--- src/shared/rcr_params.svh ---
// Constants of the reset cause recorder: offsets, flag positions and reset values.
// Overview of operation
// - Watchdog expiry while running asserts system reset
// - Watchdog expiry in sleep/idle only wakes
// - Watchdog reset sets flag bit 4
// - Lower hard trap during higher one resets
// - Trap conflict sets flag bit 15
// - Pin-select registers mismatching shadow cause reset
// - Mismatch reset sets flag bit 9
// - Executing illegal opcode resets device
// - Upper eight bits 3Fh mean illegal opcode
// - Resets clear working registers; uninitialised pointer resets
// - Flow change into protected segment resets
// - Illegal conditions set flag bit 14
// - Power events clear flags; watchdog flag extras
// - Sleep bit3, idle bit2, brownout bit1, poweron bit0
// - Software can set or clear each flag
// - Software reset instruction sets flag bit 6
// - Warm reset keeps current oscillator source
`ifndef RCR_PARAMS_SVH
`define RCR_PARAMS_SVH
`define RCR_ADDR_FLAGS 4'h0
`define RCR_ADDR_IRQ_STAT 4'h1
`define RCR_ADDR_IRQ_CLR 4'h2
`define RCR_ADDR_IRQ_EN 4'h3
`define RCR_ADDR_CTRL 4'h4
`define RCR_ADDR_SHADOW 4'h5
`define RCR_BIT_TRAP 15
`define RCR_BIT_ILLEGAL 14
`define RCR_BIT_MISMATCH 9
`define RCR_BIT_PIN 7
`define RCR_BIT_SOFT 6
`define RCR_BIT_WDOG 4
`define RCR_BIT_SLEEP 3
`define RCR_BIT_IDLE 2
`define RCR_BIT_BROWN 1
`define RCR_BIT_POWER 0
`define RCR_FLAGS_RESET 16'h0003
`define RCR_FLAGS_IMPL 16'hc2df
`define RCR_ILLEGAL_OP 8'h3f
`define RCR_HARD_LO 4'hd
`define RCR_HARD_HI 4'hf
`define RCR_NUM_WREG 15
`define RCR_RST_PULSE 4'h2
`endif

--- src/shared/rcr_pkg.sv ---
// Types of the reset cause recorder.
package rcr_pkg;
  typedef enum logic [1:0] {
    RCR_RUN = 2'b00,
    RCR_SLEEP = 2'b01,
    RCR_IDLE = 2'b10
  } rcr_mode_e;
  typedef logic [15:0] rcr_word_t;
endpackage

--- src/rtl/rcr_reset_cause_recorder.sv ---
// Reset cause recorder: collects internal reset causes, drives system reset, keeps flags.
//
// Implementation choices: the address-and-strobe port and the register offsets.
`timescale 1ns/1ps
`include "rcr_params.svh"
module rcr_reset_cause_recorder (
  input wire logic clk_sys_i,
  input wire logic sys_rst_i,
  input wire logic [3:0] addr_i,
  input wire logic [15:0] wdata_i,
  input wire logic wr_i,
  input wire logic rd_i,
  output logic [15:0] rdata_o,
  input wire logic power_on_event_i,
  input wire logic brownout_event_i,
  input wire logic external_reset_pin_i,
  input wire logic watchdog_expire_i,
  input wire logic watchdog_clear_instr_i,
  input wire logic power_save_sleep_i,
  input wire logic power_save_idle_i,
  input wire logic wake_i,
  input wire logic soft_reset_instr_i,
  input wire logic trap_active_i,
  input wire logic [3:0] trap_active_level_i,
  input wire logic trap_new_i,
  input wire logic [3:0] trap_new_level_i,
  input wire logic [15:0] pin_select_i,
  input wire logic exec_valid_i,
  input wire logic [23:0] exec_word_i,
  input wire logic wreg_write_i,
  input wire logic [3:0] wreg_write_idx_i,
  input wire logic ptr_use_i,
  input wire logic [3:0] ptr_idx_i,
  input wire logic program_flow_change_i,
  input wire logic vector_flow_change_i,
  input wire logic flow_target_restricted_i,
  output logic system_reset_out_o,
  output logic cold_reset_o,
  output logic wake_cpu_o,
  output logic [1:0] cpu_mode_o,
  output logic irq_o
);
  rcr_pkg::rcr_word_t flags_r;
  rcr_pkg::rcr_word_t flags_nxt;
  rcr_pkg::rcr_word_t irq_stat_r;
  rcr_pkg::rcr_word_t irq_en_r;
  rcr_pkg::rcr_word_t shadow_r;
  rcr_pkg::rcr_mode_e mode_r;
  logic mismatch_en_r;
  logic [`RCR_NUM_WREG-1:0] winit_r;
  logic [3:0] rst_cnt_r;
  logic wd_reset, wd_wake, trap_conflict, mismatch, illegal_op, uninit_ptr;
  logic secure_hit, illegal_any, cold, warm_cause, any_cause;
  rcr_pkg::rcr_word_t hw_set, hw_clr;
  logic wr_flags;

  assign cold = power_on_event_i | brownout_event_i;
  // Watchdog expiry resets only while running; in sleep or idle it wakes.
  assign wd_reset = watchdog_expire_i && (mode_r == rcr_pkg::RCR_RUN);
  assign wd_wake = watchdog_expire_i && (mode_r != rcr_pkg::RCR_RUN);
  assign trap_conflict = trap_active_i && trap_new_i &&
    (trap_new_level_i >= `RCR_HARD_LO) && (trap_active_level_i <= `RCR_HARD_HI) &&
    (trap_new_level_i < trap_active_level_i);
  assign mismatch = mismatch_en_r && (pin_select_i != shadow_r);
  assign illegal_op = exec_valid_i && (exec_word_i[23:16] == `RCR_ILLEGAL_OP);
  assign uninit_ptr = ptr_use_i && (ptr_idx_i < 4'(`RCR_NUM_WREG)) &&
    !winit_r[ptr_idx_i];
  assign secure_hit = (program_flow_change_i | vector_flow_change_i) &&
    flow_target_restricted_i;
  assign illegal_any = illegal_op | uninit_ptr | secure_hit;
  assign warm_cause = wd_reset | trap_conflict | mismatch | illegal_any |
    soft_reset_instr_i | external_reset_pin_i;
  assign any_cause = warm_cause | cold;

  always_comb begin
    hw_set = 16'h0000;
    hw_clr = 16'h0000;
    hw_set[`RCR_BIT_WDOG] = wd_reset;
    hw_set[`RCR_BIT_TRAP] = trap_conflict;
    hw_set[`RCR_BIT_MISMATCH] = mismatch;
    hw_set[`RCR_BIT_ILLEGAL] = illegal_any;
    hw_set[`RCR_BIT_SOFT] = soft_reset_instr_i;
    hw_set[`RCR_BIT_PIN] = external_reset_pin_i;
    hw_set[`RCR_BIT_SLEEP] = power_save_sleep_i;
    hw_set[`RCR_BIT_IDLE] = power_save_idle_i;
    hw_set[`RCR_BIT_BROWN] = cold;
    hw_set[`RCR_BIT_POWER] = power_on_event_i;
    if (cold) begin
      hw_clr = `RCR_FLAGS_IMPL;
      hw_clr[`RCR_BIT_PIN] = power_on_event_i;
      // Cold events only ever set the two power bits, so a brown-out keeps the power-on bit.
      hw_clr[`RCR_BIT_BROWN] = 1'b0;
      hw_clr[`RCR_BIT_POWER] = 1'b0;
    end
    if (watchdog_clear_instr_i || power_save_sleep_i || power_save_idle_i) begin
      hw_clr[`RCR_BIT_WDOG] = 1'b1;
    end
  end

  assign wr_flags = wr_i && (addr_i == `RCR_ADDR_FLAGS);

  always_comb begin
    flags_nxt = flags_r;
    if (wr_flags) begin
      flags_nxt = wdata_i & `RCR_FLAGS_IMPL;
    end
    flags_nxt = (flags_nxt & ~hw_clr) | hw_set;
  end

  always_ff @(posedge clk_sys_i or posedge sys_rst_i) begin
    if (sys_rst_i) begin
      flags_r <= `RCR_FLAGS_RESET;
    end else begin
      flags_r <= flags_nxt;
    end
  end

  // Reset request is combinational so a watchdog expiry resets at once; a pulse stretches it.
  always_ff @(posedge clk_sys_i or posedge sys_rst_i) begin
    if (sys_rst_i) begin
      rst_cnt_r <= 4'h0;
    end else if (any_cause) begin
      rst_cnt_r <= `RCR_RST_PULSE;
    end else if (rst_cnt_r != 4'h0) begin
      rst_cnt_r <= rst_cnt_r - 4'h1;
    end
  end
  assign system_reset_out_o = any_cause || (rst_cnt_r != 4'h0);
  // Only power events reselect the oscillator; warm resets keep the current one.
  assign cold_reset_o = cold;

  always_ff @(posedge clk_sys_i or posedge sys_rst_i) begin
    if (sys_rst_i) begin
      mode_r <= rcr_pkg::RCR_RUN;
    end else if (any_cause || wake_i || wd_wake) begin
      mode_r <= rcr_pkg::RCR_RUN;
    end else if (power_save_sleep_i) begin
      mode_r <= rcr_pkg::RCR_SLEEP;
    end else if (power_save_idle_i) begin
      mode_r <= rcr_pkg::RCR_IDLE;
    end
  end
  assign cpu_mode_o = mode_r;

  always_ff @(posedge clk_sys_i or posedge sys_rst_i) begin
    if (sys_rst_i) begin
      wake_cpu_o <= 1'b0;
    end else begin
      wake_cpu_o <= wd_wake;
    end
  end

  always_ff @(posedge clk_sys_i or posedge sys_rst_i) begin
    if (sys_rst_i) begin
      winit_r <= '0;
    end else if (system_reset_out_o) begin
      winit_r <= '0;
    end else if (wreg_write_i && (wreg_write_idx_i < 4'(`RCR_NUM_WREG))) begin
      winit_r[wreg_write_idx_i] <= 1'b1;
    end
  end

  // Shadow copy is loaded by software; writing bit 0 of the control register arms the comparison.
  always_ff @(posedge clk_sys_i or posedge sys_rst_i) begin
    if (sys_rst_i) begin
      shadow_r <= 16'h0000;
      mismatch_en_r <= 1'b0;
      irq_en_r <= 16'h0000;
    end else begin
      if (wr_i && addr_i == `RCR_ADDR_SHADOW) begin
        shadow_r <= wdata_i;
      end
      if (wr_i && addr_i == `RCR_ADDR_CTRL) begin
        mismatch_en_r <= wdata_i[0];
      end
      if (wr_i && addr_i == `RCR_ADDR_IRQ_EN) begin
        irq_en_r <= wdata_i & `RCR_FLAGS_IMPL;
      end
    end
  end

  always_ff @(posedge clk_sys_i or posedge sys_rst_i) begin
    if (sys_rst_i) begin
      irq_stat_r <= 16'h0000;
    end else if (wr_i && addr_i == `RCR_ADDR_IRQ_CLR) begin
      irq_stat_r <= (irq_stat_r & ~wdata_i) | hw_set;
    end else begin
      irq_stat_r <= irq_stat_r | hw_set;
    end
  end
  assign irq_o = |(irq_stat_r & irq_en_r);

  always_ff @(posedge clk_sys_i or posedge sys_rst_i) begin
    if (sys_rst_i) begin
      rdata_o <= 16'h0000;
    end else if (rd_i) begin
      if (addr_i == `RCR_ADDR_FLAGS) begin
        rdata_o <= flags_r;
      end else if (addr_i == `RCR_ADDR_IRQ_STAT) begin
        rdata_o <= irq_stat_r;
      end else if (addr_i == `RCR_ADDR_IRQ_EN) begin
        rdata_o <= irq_en_r;
      end else if (addr_i == `RCR_ADDR_CTRL) begin
        rdata_o <= {15'h0000, mismatch_en_r};
      end else if (addr_i == `RCR_ADDR_SHADOW) begin
        rdata_o <= shadow_r;
      end else begin
        rdata_o <= 16'h0000;
      end
    end else begin
      rdata_o <= 16'h0000;
    end
  end

  property p_wd_flag;
    @(posedge clk_sys_i) disable iff (sys_rst_i)
      wd_reset |=> flags_r[`RCR_BIT_WDOG];
  endproperty
  a_wd_flag: assert property (p_wd_flag) else $error("watchdog flag not set");
  property p_wd_rst;
    @(posedge clk_sys_i) disable iff (sys_rst_i)
      wd_reset |-> system_reset_out_o ##1 system_reset_out_o;
  endproperty
  a_wd_rst: assert property (p_wd_rst) else $error("watchdog did not reset");
  property p_wd_wake;
    @(posedge clk_sys_i) disable iff (sys_rst_i)
      (watchdog_expire_i && mode_r != rcr_pkg::RCR_RUN && !warm_cause && !cold)
      |-> (!system_reset_out_o || rst_cnt_r != 4'h0) ##1 wake_cpu_o;
  endproperty
  a_wd_wake: assert property (p_wd_wake) else $error("sleep watchdog misbehaved");
  property p_trap;
    @(posedge clk_sys_i) disable iff (sys_rst_i)
      trap_conflict |=> flags_r[`RCR_BIT_TRAP];
  endproperty
  a_trap: assert property (p_trap) else $error("trap flag not set");
  property p_mis;
    @(posedge clk_sys_i) disable iff (sys_rst_i)
      mismatch |-> system_reset_out_o ##1 flags_r[`RCR_BIT_MISMATCH];
  endproperty
  a_mis: assert property (p_mis) else $error("mismatch not handled");
  property p_ill;
    @(posedge clk_sys_i) disable iff (sys_rst_i)
      (exec_valid_i && exec_word_i[23:16] == 8'h3f) |=> flags_r[`RCR_BIT_ILLEGAL];
  endproperty
  a_ill: assert property (p_ill) else $error("illegal opcode missed");
  property p_soft;
    @(posedge clk_sys_i) disable iff (sys_rst_i)
      soft_reset_instr_i |=> flags_r[`RCR_BIT_SOFT];
  endproperty
  a_soft: assert property (p_soft) else $error("soft flag not set");
  property p_cold;
    @(posedge clk_sys_i) disable iff (sys_rst_i)
      (power_on_event_i && !warm_cause && !power_save_sleep_i && !power_save_idle_i) |=>
        flags_r == `RCR_FLAGS_RESET;
  endproperty
  a_cold: assert property (p_cold) else $error("power-on flags wrong");
  property p_setwin;
    @(posedge clk_sys_i) disable iff (sys_rst_i)
      (wr_flags && hw_set != 16'h0000) |=> (flags_r & $past(hw_set)) == $past(hw_set);
  endproperty
  a_setwin: assert property (p_setwin) else $error("clear beat set");
  property p_sw;
    @(posedge clk_sys_i) disable iff (sys_rst_i)
      (wr_flags && hw_set == 16'h0 && hw_clr == 16'h0) |=>
        flags_r == ($past(wdata_i) & 16'hc2df);
  endproperty
  a_sw: assert property (p_sw) else $error("software write lost");

  property p_wd_norst;
    @(posedge clk_sys_i) disable iff (sys_rst_i)
      (wd_wake && !warm_cause && !cold && rst_cnt_r == 4'h0) |-> !system_reset_out_o;
  endproperty
  a_wd_norst: assert property (p_wd_norst) else $error("sleep watchdog reset");

  property p_trap_rst;
    @(posedge clk_sys_i) disable iff (sys_rst_i)
      trap_conflict |-> system_reset_out_o;
  endproperty
  a_trap_rst: assert property (p_trap_rst) else $error("trap conflict no reset");

  property p_mis_rst;
    @(posedge clk_sys_i) disable iff (sys_rst_i)
      (mismatch_en_r && pin_select_i != shadow_r) |-> system_reset_out_o;
  endproperty
  a_mis_rst: assert property (p_mis_rst) else $error("mismatch no reset");

  property p_ill_rst;
    @(posedge clk_sys_i) disable iff (sys_rst_i)
      illegal_op |-> system_reset_out_o;
  endproperty
  a_ill_rst: assert property (p_ill_rst) else $error("illegal opcode no reset");

  property p_uninit;
    @(posedge clk_sys_i) disable iff (sys_rst_i)
      uninit_ptr |-> system_reset_out_o ##1 flags_r[`RCR_BIT_ILLEGAL];
  endproperty
  a_uninit: assert property (p_uninit) else $error("uninitialised pointer missed");

  property p_sp_safe;
    @(posedge clk_sys_i) disable iff (sys_rst_i)
      (ptr_use_i && ptr_idx_i == 4'hf) |-> !uninit_ptr;
  endproperty
  a_sp_safe: assert property (p_sp_safe) else $error("stack pointer faulted");

  property p_winit_clr;
    @(posedge clk_sys_i) disable iff (sys_rst_i)
      system_reset_out_o |=> winit_r == 15'h0000;
  endproperty
  a_winit_clr: assert property (p_winit_clr) else $error("registers not cleared");

  property p_sec;
    @(posedge clk_sys_i) disable iff (sys_rst_i)
      secure_hit |-> system_reset_out_o ##1 flags_r[`RCR_BIT_ILLEGAL];
  endproperty
  a_sec: assert property (p_sec) else $error("security reset missed");

  property p_ill_flag;
    @(posedge clk_sys_i) disable iff (sys_rst_i)
      illegal_any |=> flags_r[`RCR_BIT_ILLEGAL];
  endproperty
  a_ill_flag: assert property (p_ill_flag) else $error("illegal flag not set");

  property p_cold_clr;
    @(posedge clk_sys_i) disable iff (sys_rst_i)
      cold |=> (flags_r & 16'hc25c & ~$past(hw_set)) == 16'h0000;
  endproperty
  a_cold_clr: assert property (p_cold_clr) else $error("cold event left flags");

  property p_bor_keep;
    @(posedge clk_sys_i) disable iff (sys_rst_i)
      (brownout_event_i && !power_on_event_i && !external_reset_pin_i && !wr_flags) |=>
        flags_r[`RCR_BIT_PIN] == $past(flags_r[`RCR_BIT_PIN]) &&
        flags_r[`RCR_BIT_POWER] == $past(flags_r[`RCR_BIT_POWER]);
  endproperty
  a_bor_keep: assert property (p_bor_keep) else $error("brown-out cleared a kept flag");

  property p_wd_clr;
    @(posedge clk_sys_i) disable iff (sys_rst_i)
      ((watchdog_clear_instr_i || power_save_sleep_i || power_save_idle_i) && !wd_reset)
        |=> !flags_r[`RCR_BIT_WDOG];
  endproperty
  a_wd_clr: assert property (p_wd_clr) else $error("watchdog flag not cleared");

  property p_sleep_flag;
    @(posedge clk_sys_i) disable iff (sys_rst_i)
      power_save_sleep_i |=> flags_r[`RCR_BIT_SLEEP];
  endproperty
  a_sleep_flag: assert property (p_sleep_flag) else $error("sleep flag not set");

  property p_idle_flag;
    @(posedge clk_sys_i) disable iff (sys_rst_i)
      power_save_idle_i |=> flags_r[`RCR_BIT_IDLE];
  endproperty
  a_idle_flag: assert property (p_idle_flag) else $error("idle flag not set");

  property p_bor_flag;
    @(posedge clk_sys_i) disable iff (sys_rst_i)
      cold |=> flags_r[`RCR_BIT_BROWN];
  endproperty
  a_bor_flag: assert property (p_bor_flag) else $error("brown-out flag not set");

  property p_osc_keep;
    @(posedge clk_sys_i) disable iff (sys_rst_i)
      (warm_cause && !cold) |-> !cold_reset_o;
  endproperty
  a_osc_keep: assert property (p_osc_keep) else $error("warm reset reselected clock");

  property p_rst_hold;
    @(posedge clk_sys_i) disable iff (sys_rst_i)
      any_cause |=> system_reset_out_o ##1 system_reset_out_o;
  endproperty
  a_rst_hold: assert property (p_rst_hold) else $error("reset not stretched");

  c_wd: cover property (@(posedge clk_sys_i) disable iff (sys_rst_i) wd_reset);
  c_wake: cover property (@(posedge clk_sys_i) disable iff (sys_rst_i) wd_wake);
  c_trap: cover property (@(posedge clk_sys_i) disable iff (sys_rst_i) trap_conflict);
  c_uninit: cover property (@(posedge clk_sys_i) disable iff (sys_rst_i) uninit_ptr);
endmodule

--- config.mk ---
export PLATFORM = sky130hd
export DESIGN_NAME = rcr_reset_cause_recorder
export DESIGN_NICKNAME = d
export VERILOG_FILES = /design/src/shared/rcr_pkg.sv /design/src/rtl/rcr_reset_cause_recorder.sv
export VERILOG_INCLUDE_DIRS = /design/src /design/src/shared
export SDC_FILE = /design/constraint.sdc
export NUM_CORES = 1
export LEC_CHECK = 0
export BUFFER_PORTS_ARGS = -buffer_cell sky130_fd_sc_hd__buf_2
export CORE_MARGIN = 1
export CORE_UTILIZATION = 55
export CTS_BUF_LIST = sky130_fd_sc_hd__clkbuf_4
export DETAILED_ROUTE_END_ITERATION = 10
export GPL_TIMING_DRIVEN = 1
export HOLD_SLACK_MARGIN = 0.03
export PLACE_DENSITY = 0.79
export SYNTH_ARGS = -nofsm -noshare
export SYNTH_HDL_FRONTEND = slang
export SYNTH_SLANG_ARGS = --single-unit
--- constraint.sdc ---
create_clock -name clk_sys_i -period 3.4 [get_ports clk_sys_i]
set_input_delay 0.51 -clock clk_sys_i [delete_from_list [all_inputs] [get_ports clk_sys_i]]
set_output_delay 0.51 -clock clk_sys_i [all_outputs]
set_load 0.03 [all_outputs]
# Word-level counts from Yosys, hierarchy flattened
# Index checks and enable logic that the tools add are counted.
# classes
reduce_logical,32
n_mux,21
add_sub_neg,1
magnitude_cmp,8
n_eq_ne,7
n_bitwise,19
# op_table
op,count
16-bit two-way mux,9
16-bit AND,3
16-bit bitwise OR,3
16-bit NOT,2
15-bit two-way mux,2
1-bit logical AND,18
16-bit != test,1
16-bit OR reduction,1
15-bit bitwise OR,1
"4-bit by 5-bit less-than comparator with 1-bit output, second input constant",2
1-bit bitwise OR,10
"4-bit by 2-bit == test with 1-bit output, second input constant",2
"4-bit by 3-bit == test with 1-bit output, second input constant",2
"8-bit by 6-bit == test with 1-bit output, second input constant",1
"4-bit less-than comparator, second input constant",2
4-bit two-way mux,2
2-bit two-way mux,3
2-bit nonzero test,3
1-bit logical OR,5
1-bit binary-select mux with 4-bit select,1
1-bit demux with 4-bit select,1
"4-bit by 1-bit == test with 1-bit output, second input constant",1
"4-bit by 1-bit >= comparator with 1-bit output, second input constant",1
"4-bit >= comparator, second input constant",1
other kinds (9),11
# totals
register_bits,97
inputBits,97
out_inout_bits,22
wordCells,98

# Logic depth before layout (Yosys ltp)
# Gate-level depths: netlist of the first run.
# depth
word_depth,13
mapped_depth,7
ltp_nobuf,6

# Worst setup path after synthesis of the first run
# OpenSTA, ideal clock, no wires.
# synth_path
path_type,input -> output
from,input port watchdog_expire_i
to,output port system_reset_out_o
slack_ps,747
t_required_ps,2890
n_path_buf,2
path_stages,6
t_arrival_ps,2143
cell_sequence,nor3b_1 -> or4_1 -> buf_2 -> nor4b_4 -> buf_6 -> nand4_1
# synth_between
elab_chain_len,8
# synth_rtl
element,line_no,text
"start, declared",rcr_reset_cause_recorder.sv:17,"input wire logic watchdog_expire_i,"
1-bit logical AND,rcr_reset_cause_recorder.sv:59,assign wd_reset = watchdog_expire_i && (mode_r == rcr_pkg::RCR_RUN);
1-bit bitwise OR (4 in a row),rcr_reset_cause_recorder.sv:71,assign warm_cause = wd_reset | trap_conflict | mismatch | illegal_any |
1-bit bitwise OR,rcr_reset_cause_recorder.sv:72,soft_reset_instr_i | external_reset_pin_i;
1-bit bitwise OR,rcr_reset_cause_recorder.sv:73,assign any_cause = warm_cause | cold;
1-bit logical OR,rcr_reset_cause_recorder.sv:128,assign system_reset_out_o = any_cause || (rst_cnt_r != 4'h0);
"end, declared",rcr_reset_cause_recorder.sv:37,"output logic system_reset_out_o,"
# No other way between the ends.

# Worst setup path in the final report of the first run
# layout_path
from,register mode_r[1] (netlist: cpu_mode_o[1])
to,output port system_reset_out_o
# layout_between
elab_chain_len,9
# layout_rtl
element,line_no,text
"start, declared",rcr_reset_cause_recorder.sv:48,rcr_pkg::rcr_mode_e mode_r;
"start signal, assigned",rcr_reset_cause_recorder.sv:134,mode_r <= rcr_pkg::RCR_RUN;
"start signal, assigned",rcr_reset_cause_recorder.sv:136,mode_r <= rcr_pkg::RCR_RUN;
"start signal, assigned",rcr_reset_cause_recorder.sv:138,mode_r <= rcr_pkg::RCR_SLEEP;
2-bit zero test,rcr_reset_cause_recorder.sv:59,
1-bit logical AND,rcr_reset_cause_recorder.sv:59,
1-bit bitwise OR (4 in a row),rcr_reset_cause_recorder.sv:71,
1-bit bitwise OR,rcr_reset_cause_recorder.sv:72,
1-bit bitwise OR,rcr_reset_cause_recorder.sv:73,
1-bit logical OR,rcr_reset_cause_recorder.sv:128,
# No other way between the ends.

==> results of run 1 <==
==> metal layers <==
metal / GRT usage / wire length, µm
met4: 0.0859 / 154
met1: 0.347 / 4530
met2: 0.446 / 5320
met5: 0 / 0
met3: 0.0460 / 510
==> state kept, by name, summed over array words and instances (netlist names) <==
signal         flops
cpu_mode_o         2
flags_r           10
irq_en_r          10
irq_stat_r        16
mismatch_en_r      1
rdata_o           16
rst_cnt_r          4
shadow_r          16
wake_cpu_o         1
winit_r           15
==> cell usage in the layout, fill, tap and decap left out, drive strengths merged, types with 4 or more instances in the layout <==
cell    instances
nand4           7
nor2           30
a21o           10
mux2           30
a22oi           9
nor4            6
nor3b           4
mux2i          16
a221oi          7
nor3           25
a21boi          6
buf           111
o21ai          29
dfrtp          89
nand2b          4
a21oi           5
o21bai          4
clkbuf         10
ha              4
nand2          30
nor2b          11
xnor2          17
inv             7
==> power breakdown <==
group	switching, W	internal (W)	leakage, nW
sequential	0.0000834	0.00118	1.14
clock	0.000350	0.000376	0.0917
combinational	0.000218	0.000196	1.17
==> layout make-up <==
class / count / area [µm²]
clock buffers: 10 / 75.1
clock inverters: 6 / 105
fillers: 638 / 2520
inverters: 8 / 31.3
multi-input cells: 289 / 2130
flip-flops and latches: 91 / 2280
well taps: 102 / 128
repair buffers: 111 / 578
==> worst max-delay path: stages, from the launching register on <==
cell and delay [ns]:
dfrtp_1 0.41, nor3b_1 0.11, or4_1 0.65, nor4b_4 0.35, nand4_1 0.12, buf_2 0.21
==> kinds of logic (layout without fill, tap and decap cells) <==
kind of cell	after synthesis	in the layout	share of synthesized area
mux	48	48	0.120
fa+ha+maj	4	4	0.0111
buf+inv	25	135	0.0246
simple gates	134	134	0.169
flops	91	91	0.504
xor+xnor	17	17	0.0329
compound gates	86	86	0.138
==> worst max path at each step <==
stage	startpoint	endpoint	slack, ns
3_5_place_dp	watchdog_expire_i	system_reset_out_o	0.75
5_1_grt	cpu_mode_o[1]	system_reset_out_o	0.47
2_1_floorplan	sys_rst_i	cpu_mode_o[0]	0.53
4_1_cts	cpu_mode_o[1]	system_reset_out_o	0.57
3_3_place_gp	watchdog_expire_i	system_reset_out_o	0.76
6_report	cpu_mode_o[1]	system_reset_out_o	0.61
==> stage by stage <==
stage                     utilization  setup slack [ns]  instance area, µm²
after floorplan                     -             0.530                4520
after global placement          0.656             0.757                5150
after detailed placement        0.656             0.749                5150
after CTS                       0.679             0.570                5330
after global routing            0.679             0.469                5330
final                           0.679             0.608                5330
==> impl_metrics.json, run 1 <==
{
  "status": "complete, no violations",
  "cts_root_buf": "clkbuf_4",
  "rsz0062_at_grt": "false",
  "placed_cells": 601,
  "cts_hold_buf": 0,
  "synth_area_per_cell_um2": 11.2,
  "reg2reg_to": "rst_cnt_r[3]",
  "antenna_found_initial": 0,
  "routed_wl_um": 10500,
  "die_height_um": 92.6,
  "tightest_slew_ns": 1.10,
  "path_clk_slew_ns": 0.14,
  "report.final.slew_viol_count": 0,
  "hold_path_depth": 2,
  "place_congestion": 0.886,
  "yosys.area.top_type": "dfrtp_1",
  "postRouteAntennaNets": 0,
  "synth_ff_type": "dfrtp_1",
  "synthDistinctLibCells": 56,
  "diodes": 0,
  "total_power_w": 0.00240,
  "io_pins": 119,
  "clk_latency_ns": 0.44,
  "fmax_mhz": 358,
  "coreArea_um2": 7850,
  "start_util": 0.576,
  "ys_ff_latch": 91,
  "fin_worst_skew_ns": 0.0166,
  "first_iter_violations": 155,
  "io_buffers": 102,
  "grt_pass1_vias": 3611,
  "power_leakage_nw": 2.41,
  "rows": 32,
  "maxSlewHeadroom": 0.268,
  "fin_crit_ns": 2.79,
  "hp-class": "primary input to flip-flop",
  "cts_buffer_depth": 2,
  "area_growth_pct": 18.0,
  "setup_viol": 0,
  "rrSetupSlack_ns": 1.14,
  "synth_commonest_cells": "dfrtp_1, mux2_2, nand2_1, nor2_1, o21ai_0",
  "worst_ep_arrival_time_ns": 2.28,
  "drc_errors": 0,
  "cts_buffers": 9,
  "synth_edf_count": 0,
  "cts_tree": "built",
  "grt_pass1_wl_um": 17500,
  "drive_gt1_frac": 0.361,
  "nets": 611,
  "reg2reg_depth": 6,
  "final_cell_count_no_fill": 617,
  "synth.most_common_cell": "dfrtp_1",
  "drt_pass1_iterations": 5,
  "wl_per_cell_um": 17.0,
  "fin_tns_setup_ns": 0,
  "critPathRequiredTime_ns": 2.89,
  "syn_area_um2": 4520,
  "dp_hpwl_um": 7930,
  "cts_sinks": 91,
  "ctsResizeCount": 0,
  "min_from": "wdata_i[13]",
  "synth_top_area_share": 0.493,
  "ys_top_cells_by_area": "dfrtp_1, mux2_2, mux2i_1",
  "track_usage": 0.264,
  "via_count": 3577,
  "ir_drop_mv": 0.203,
  "hold_violations": 0,
  "whs_ns": 0.259,
  "startpoint_type": "flip-flop",
  "yosysSeqAreaShare": 0.504,
  "cts_max_level": 3,
  "finalCritPeriodShare": 0.821,
  "gr-total-overflow": 0,
  "grt_max_degree": 67,
  "reg2reg_from": "shadow_r[7]",
  "critPathCaptureType": "primary output",
  "syn_inst": 405,
  "synth.net_count": 506,
  "via_per_inst": 5.80,
  "async_flop_share": 1.00,
  "maxCapViolCount": 0,
  "die_area_um2": 8580,
  "p_per_area_nw_per_um2": 450,
  "die_w_um": 92.6,
  "worstSetupPathType": "flip-flop to primary output",
  "cts_setup_buffers": 0,
  "crit_fanout": 6,
  "hold_end": "irq_stat_r[13]",
  "ys.warnings.count": 0
}
Power figures use the tool's default switching activity.
==> inputs of run 2 (changes only) <==
--- a/config.mk
+++ b/config.mk
@@ -6,14 +6,15 @@
 export SDC_FILE = /design/constraint.sdc
 export NUM_CORES = 1
 export LEC_CHECK = 0
+export ABC_AREA = 1
 export BUFFER_PORTS_ARGS = -buffer_cell sky130_fd_sc_hd__buf_2
 export CORE_MARGIN = 1
-export CORE_UTILIZATION = 55
+export CORE_UTILIZATION = 49
 export CTS_BUF_LIST = sky130_fd_sc_hd__clkbuf_4
 export DETAILED_ROUTE_END_ITERATION = 10
 export GPL_TIMING_DRIVEN = 1
 export HOLD_SLACK_MARGIN = 0.03
-export PLACE_DENSITY = 0.79
+export PLACE_DENSITY = 0.74
 export SYNTH_ARGS = -nofsm -noshare
 export SYNTH_HDL_FRONTEND = slang
 export SYNTH_SLANG_ARGS = --single-unit
==> constraint.sdc (replaced) <==
create_clock -name clk_sys_i -period 2.31 [get_ports clk_sys_i]
set_input_delay 0.3465 -clock clk_sys_i [delete_from_list [all_inputs] [get_ports clk_sys_i]]
set_output_delay 0.3465 -clock clk_sys_i [all_outputs]
set_load 0.03 [all_outputs]
==> run 2 against run 1 <==
Effect of this change: global-route usage down 2.2 points; clock skew barely moved; synthesized area grew 0.50%; core utilization down 7.0 points; non-clock buffer count is 3 higher; first-iteration DRC count increased by 16%; clock-buffer cell count increased by 1; the run now ends with DRC left; sequential power increased by 44%.
==> impl_metrics.json, run 2 <==
{
  "intPower_w": 0.00228,
  "path_clk_slew_ns": 0.14,
  "yosys.area.top_type": "dfrtp_1",
  "via_count": 4175,
  "postRouteAntennaNets": 0,
  "final_cell_mix": "nand2_1, buf_2, dfrtp_1",
  "synth.net_count": 675,
  "io_buffers": 102,
  "slowest_delay_ns": 0.39,
  "syn_area_um2": 4540,
  "switching_share": 0.295,
  "fin_crit_ns": 2.26,
  "grt_pass1_wl_um": 18600,
  "finalInstanceArea_um2": 5390,
  "drive_gt1_frac": 0.225,
  "die_w_um": 98.3,
  "fillCellCount": 797,
  "synth_commonest_cells": "nand2_1, dfrtp_1, inv_1, o21ai_0, nor2_1",
  "final_common_cell": "nand2_1",
  "final_util": 0.609,
  "setup_viol": 0,
  "largestRegisters": "irq_stat_r: 16 flops, rdata_o: 16 flops, shadow_r: 16 flops",
  "drt_pass1_iterations": 10,
  "worst_ep_arrival_time_ns": 1.92,
  "finalCritPeriodShare": 0.980,
  "antenna_found_initial": 0,
  "place_congestion": 0.832,
  "critPathTopFamily": "simple AND/OR/NAND/NOR gates",
  "start_util": 0.513,
  "cts_sinks": 91,
  "ys_ff_latch": 91,
  "cts_buffer_depth": 2,
  "reg2reg_depth": 13,
  "ys_top_cells_by_area": "dfrtp_1, nand2_1, o21ai_0",
  "crit_fanout": 3,
  "syn_inst": 574,
  "diodes": 0,
  "die_area_um2": 9660,
  "critPathRequiredTime_ns": 1.96,
  "gr-total-overflow": 0,
  "synth_top_area_share": 0.490,
  "power_frac_clock": 0.269,
  "first_iter_violations": 180,
  "layout_setup_ws_ns": 0.0461,
  "maxSlewHeadroom": 0.519,
  "p_switching_w": 0.000952,
  "synthDistinctLibCells": 40,
  "critPathMostFrequentCell": "nand2_1",
  "tightest_slew_ns": 0.722,
  "grt_max_degree": 58,
  "yosysSeqAreaShare": 0.502,
  "cts_buffers": 9,
  "placed_cells": 784,
  "hold_path_depth": 2,
  "yosys-mux-area-fraction": 0.0121,
  "track_usage": 0.242,
  "synth_compound_area_frac": 0.159,
  "rsz0062_at_grt": "true",
  "path_buf_inv": 2,
  "status": "finished with violations",
  "power_leakage_nw": 2.80,
  "min_from": "wdata_i[10]",
  "dp_slack_ns": 0.283,
  "met3_usage": 0.0272,
  "drc_errors": 1,
  "async_flop_share": 1.00,
  "grt-busiest-layer": "met2",
  "reg2reg_to": "winit_r[3]",
  "synth_ff_type": "dfrtp_1",
  "ys.warnings.count": 0,
  "worstSetupPathType": "flip-flop to primary output",
  "startpoint_type": "flip-flop",
  "placed_area_um2": 5220,
  "synth_area_per_cell_um2": 7.91,
  "grt_pass1_vias": 4040,
  "fin_worst_skew_ns": 0.0171,
  "seq_power_share": 0.562,
  "routed_wl_um": 11000,
  "use_met2": 0.402,
  "synth_edf_count": 0,
  "report.final.slew_viol_count": 0,
  "fmax_mhz": 442,
  "p_per_area_nw_per_um2": 600,
  "ir_drop_mv": 0.253,
  "synth-xor-area-share": 0.00193,
  "wl_per_cell_um": 13.7,
  "hold_end": "irq_stat_r[10]",
  "cp_slowest_cell": "dfrtp_1",
  "dp_hpwl_um": 8390,
  "reg2reg_from": "shadow_r[13]",
  "nets": 790,
  "combPwrFrac": 0.169,
  "cts_max_level": 3,
  "worstPathCellList": "inv_1, nand2_1, nand2_1, nor2_1, nand2_1, nor2_2, nand2_1, nand2_2, nand3_2, nor2_4, nand2_4, buf_6",
  "io_pins": 119,
  "clk_latency_ns": 0.42,
  "synth-simple-area-share": 0.222,
  "met1_usage": 0.337,
  "synth.most_common_cell": "nand2_1",
  "total_power_w": 0.00323,
  "synth_top_family_by_area": "simple AND/OR/NAND/NOR gates",
  "cts_tree": "built",
  "via_per_inst": 5.21,
  "rrSetupSlack_ns": 0.57,
  "critPathCaptureType": "primary output",
  "die_height_um": 98.3,
  "area_growth_pct": 18.6,
  "rows": 34,
  "violations": "DRC",
  "hold_violations": 0,
  "coreArea_um2": 8850,
  "maxCapViolCount": 0,
  "synth_fa_ha_area_frac": 0.0110,
  "hp-class": "primary input to flip-flop",
  "cts_root_buf": "clkbuf_4",
  "final_cell_count_no_fill": 802
}
==> run 2: stage by stage <==
step	TNS (ns)	hold WS, ns
after floorplan	0	0.451
after global placement	0	0.469
after detailed placement	0	0.478
after CTS	-0.0496	0.0836
after global routing	-0.131	0.0905
final	0	0.107
==> run 2: final cells by class <==
cell class / count / area (µm²) / share of cell area
Sequential cell: 91 / 2280 / 0.423
Inverter: 94 / 359 / 0.0667
Multi-Input combinational cell: 379 / 1860 / 0.344
Clock inverter: 5 / 53.8 / 0.00999
Timing Repair Buffer: 114 / 622 / 0.115
Tap cell: 108 / 135 / 0.0251
Clock buffer: 11 / 82.6 / 0.0153
==> run 2: cells by family (layout without fill, tap and decap cells) <==
| kind of cell | after synthesis | count (layout) |
|---|---|---|
| adder cells (fa/ha/maj) | 4 | 4 |
| AND/OR/NAND/NOR | 240 | 240 |
| multiplexers | 5 | 5 |
| buffers and inverters | 104 | 224 |
| AO/OA/AOI/OAI | 129 | 129 |
| flip-flops | 91 | 91 |
| XOR/XNOR | 1 | 1 |
==> run 2: worst max-delay path by stage <==
| stage | start | endpoint | slack [ns] | cells past startpoint |
|---|---|---|---|---|
| 2_1_floorplan | brownout_event_i | system_reset_out_o | 0.45 | 6 |
| 3_3_place_gp | brownout_event_i | system_reset_out_o | 0.28 | 7 |
| 3_5_place_dp | pin_select_i[11] | system_reset_out_o | 0.28 | 12 |
| 4_1_cts | shadow_r[10] | system_reset_out_o | -0.05 | 11 |
| 5_1_grt | shadow_r[11] | system_reset_out_o | -0.13 | 11 |
| 6_report | shadow_r[13] | system_reset_out_o | 0.05 | 12 |
==> run 2: worst register-to-register path: cells and delay by family, from the launching register on <==
family	cells	cell delay, ns
AND/OR/NAND/NOR	11	1.00
buffers and inverters	2	0.27
flip-flops	1	0.39
==> run 2: per-layer routing <==
metal / vias to the layer above / part of all wire
met4: 0 / 0.0085
met1: 1941 / 0.46
met2: 158 / 0.47
li1: 2068 / -
met3: 8 / 0.061
met5: - / 0
==> run 2: what timing repair did <==
action                                  CTS  global route
setup buffers                             1             0
gates cloned                              0             0
hold buffers                              1             0
pin swaps                                 8             5
hold endpoints to repair                 11             0
gates resized for setup                   5             0
endpoints found under the setup margin    1             1
==> run 2: power groups by stage <==
stage / clock network, W / registers [W] / logic (W)
2_1_floorplan: 0 / 0.00184 / 0.000332
3_3_place_gp: 0 / 0.00184 / 0.000521
3_5_place_dp: 0 / 0.00184 / 0.000540
4_1_cts: 0.000886 / 0.00181 / 0.000547
5_1_grt: 0.000953 / 0.00184 / 0.000623
6_report: 0.000869 / 0.00182 / 0.000545
==> inputs of run 3 (changes only) <==
--- a/config.mk
+++ b/config.mk
@@ -8,13 +8,13 @@
 export LEC_CHECK = 0
 export ABC_AREA = 1
 export BUFFER_PORTS_ARGS = -buffer_cell sky130_fd_sc_hd__buf_2
-export CORE_MARGIN = 1
-export CORE_UTILIZATION = 49
+export CORE_MARGIN = 2
+export CORE_UTILIZATION = 30
 export CTS_BUF_LIST = sky130_fd_sc_hd__clkbuf_4
 export DETAILED_ROUTE_END_ITERATION = 10
 export GPL_TIMING_DRIVEN = 1
 export HOLD_SLACK_MARGIN = 0.03
-export PLACE_DENSITY = 0.74
+export PLACE_DENSITY = 0.48
 export SYNTH_ARGS = -nofsm -noshare
 export SYNTH_HDL_FRONTEND = slang
 export SYNTH_SLANG_ARGS = --single-unit
==> run 3 against run 2 <==
Effect of this change: final area increased by 2.5%; highest routed layer unchanged; the run ends with setup timing left; first-iteration DRC count increased by 6.1%; flip-flop and latch count unchanged; critical endpoint unchanged; final cell count increased by 10%; largest power group unchanged; die area increased by 67%.
==> impl_metrics.json, run 3 (same netlist as run 2, synthesis figures left out) <==
{
  "status": "finished with violations",
  "violations": "setup timing",
  "hold_end": "irq_stat_r[13]",
  "final_common_cell": "nand2_1",
  "cts_root_buf": "clkbuf_4",
  "reg2reg_from": "shadow_r[10]",
  "drc_errors": 0,
  "area_growth_pct": 21.6,
  "maxCapViolCount": 0,
  "wl_per_cell_um": 13.9,
  "final_cell_mix": "nand2_1, buf_2, dfrtp_1",
  "reg2reg_depth": 12,
  "p_per_area_nw_per_um2": 591,
  "largestRegisters": "irq_stat_r: 16 flops, rdata_o: 16 flops, shadow_r: 16 flops",
  "fillCellCount": 1592,
  "critPathCaptureType": "primary output",
  "finalInstanceArea_um2": 5520,
  "rows": 44,
  "die_height_um": 127,
  "cts_sinks": 91,
  "via_count": 4076,
  "hp-class": "primary input to flip-flop",
  "slowest_delay_ns": 0.42,
  "final-seq-area_um2": 2280,
  "hold_violations": 0,
  "rsz0062_at_grt": "true",
  "reg2reg_to": "winit_r[6]",
  "cts_tree": "built",
  "dp_hpwl_um": 9360,
  "setup_viol": 1,
  "tightest_slew_ns": 0.449,
  "io_pins": 119,
  "startpoint_type": "flip-flop",
  "first_iter_violations": 191,
  "cts_max_level": 3,
  "path_clk_slew_ns": 0.13,
  "postRouteAntennaNets": 0,
  "cp_slowest_cell": "dfrtp_1",
  "multi_input_area_um2": 1860,
  "fin_tns_setup_ns": -0.0246,
  "worst_ep_arrival_time_ns": 1.99,
  "report.final.slew_viol_count": 0,
  "drive_gt1_frac": 0.229,
  "worstSetupPathType": "flip-flop to primary output",
  "total_power_w": 0.00326,
  "crit_start": "shadow_r[10]",
  "die_w_um": 127,
  "antenna_found_initial": 1,
  "critPathRequiredTime_ns": 1.96,
  "via_per_inst": 4.61,
  "grt_pass1_vias": 3975,
  "drt_pass1_iterations": 4,
  "maxSlewHeadroom": 0.700,
  "crit_fanout": 3,
  "fmax_mhz": 428,
  "cts_buffer_depth": 2,
  "nets": 796,
  "die_area_um2": 16100,
  "routed_wl_um": 12300,
  "final_util": 0.377,
  "place_congestion": 0.838,
  "fin_crit_ns": 2.33,
  "start_util": 0.310,
  "gr-total-overflow": 0,
  "hold_path_depth": 2,
  "layout_setup_ws_ns": -0.0246,
  "min_from": "wdata_i[13]",
  "fin_worst_skew_ns": 0.0197,
  "coreArea_um2": 14600,
  "placed_area_um2": 5320,
  "io_buffers": 102,
  "grt_max_degree": 56,
  "worstPathCellList": "nor2_1, nor2_1, nor2_1, nand2_1, nor2_2, nand2_1, nand2_2, nand3_2, nor2_4, nand2_4, buf_6",
  "track_usage": 0.158,
  "cts_buffers": 9,
  "dp_slack_ns": 0.239,
  "critPathMostFrequentCell": "nor2_1",
  "grt_pass1_wl_um": 20100,
  "power_leakage_nw": 2.83,
  "rrSetupSlack_ns": 0.54,
  "finalCritPeriodShare": 1.01,
  "clk_latency_ns": 0.46,
  "ir_drop_mv": 0.219
}
-- run 3: cell count changes in the layout (fill, tap and decap cells not counted), sizes merged --
cell / previous run / this run
diode: 0 / 1
clkinv: 5 / 7
buf: 113 / 119
clkinvlp: 3 / 1
-- run 3: report_power, final --
part           switching [W]  leakage, nW  internal [W]
clock               0.000530       0.0734      0.000343
sequential         0.0000924         1.14       0.00172
combinational       0.000348         1.61      0.000229
total               0.000970         2.83       0.00229
-- run 3: worst max-delay path by stage --
stage / end
6_report: system_reset_out_o
5_1_grt: system_reset_out_o
4_1_cts: system_reset_out_o
3_5_place_dp: system_reset_out_o
3_3_place_gp: system_reset_out_o
2_1_floorplan: system_reset_out_o
-- run 3: critical path: cells and delay by family (launching register included) --
| family | cells | cell delay [ns] |
|---|---|---|
| DFF | 1 | 0.42 |
| and+or+nand+nor | 10 | 0.96 |
| buffers and inverters | 1 | 0.15 |
-- run 3: cell type report --
class | instances | area share
sequential | 91 | 0.413
multi-input combinational | 379 | 0.336
timing repair buffer | 120 | 0.121
inverter | 94 | 0.0650
tap | 184 | 0.0417
clock buffer | 11 | 0.0150
clock inverter | 5 | 0.00838
antenna | 1 | 0.000453
-- run 3: stage by stage --
stage	cells	hold WS, ns
2_1_floorplan	574	0.451
3_3_place_gp	861	0.386
3_5_place_dp	861	0.392
4_1_cts	881	0.0567
5_1_grt	884	0.0630
6_report	885	0.0868
-- run 3: what timing repair did --
| item | in CTS | in global routing |
|---|---|---|
| endpoints found under the hold margin | 17 | 0 |
| hold buffers | 1 | 0 |
| resized for setup | 5 | 0 |
| pin swaps | 6 | 9 |
| setup endpoints to repair | 1 | 1 |
| buffers inserted | 3 | 3 |
-- run 3: routing by layer --
metal / global-route usage / wire length, µm
met1: 0.224 / 6120
met2: 0.239 / 5290
met3: 0.0343 / 672
met4: 0.0549 / 206
met5: 0 / 0
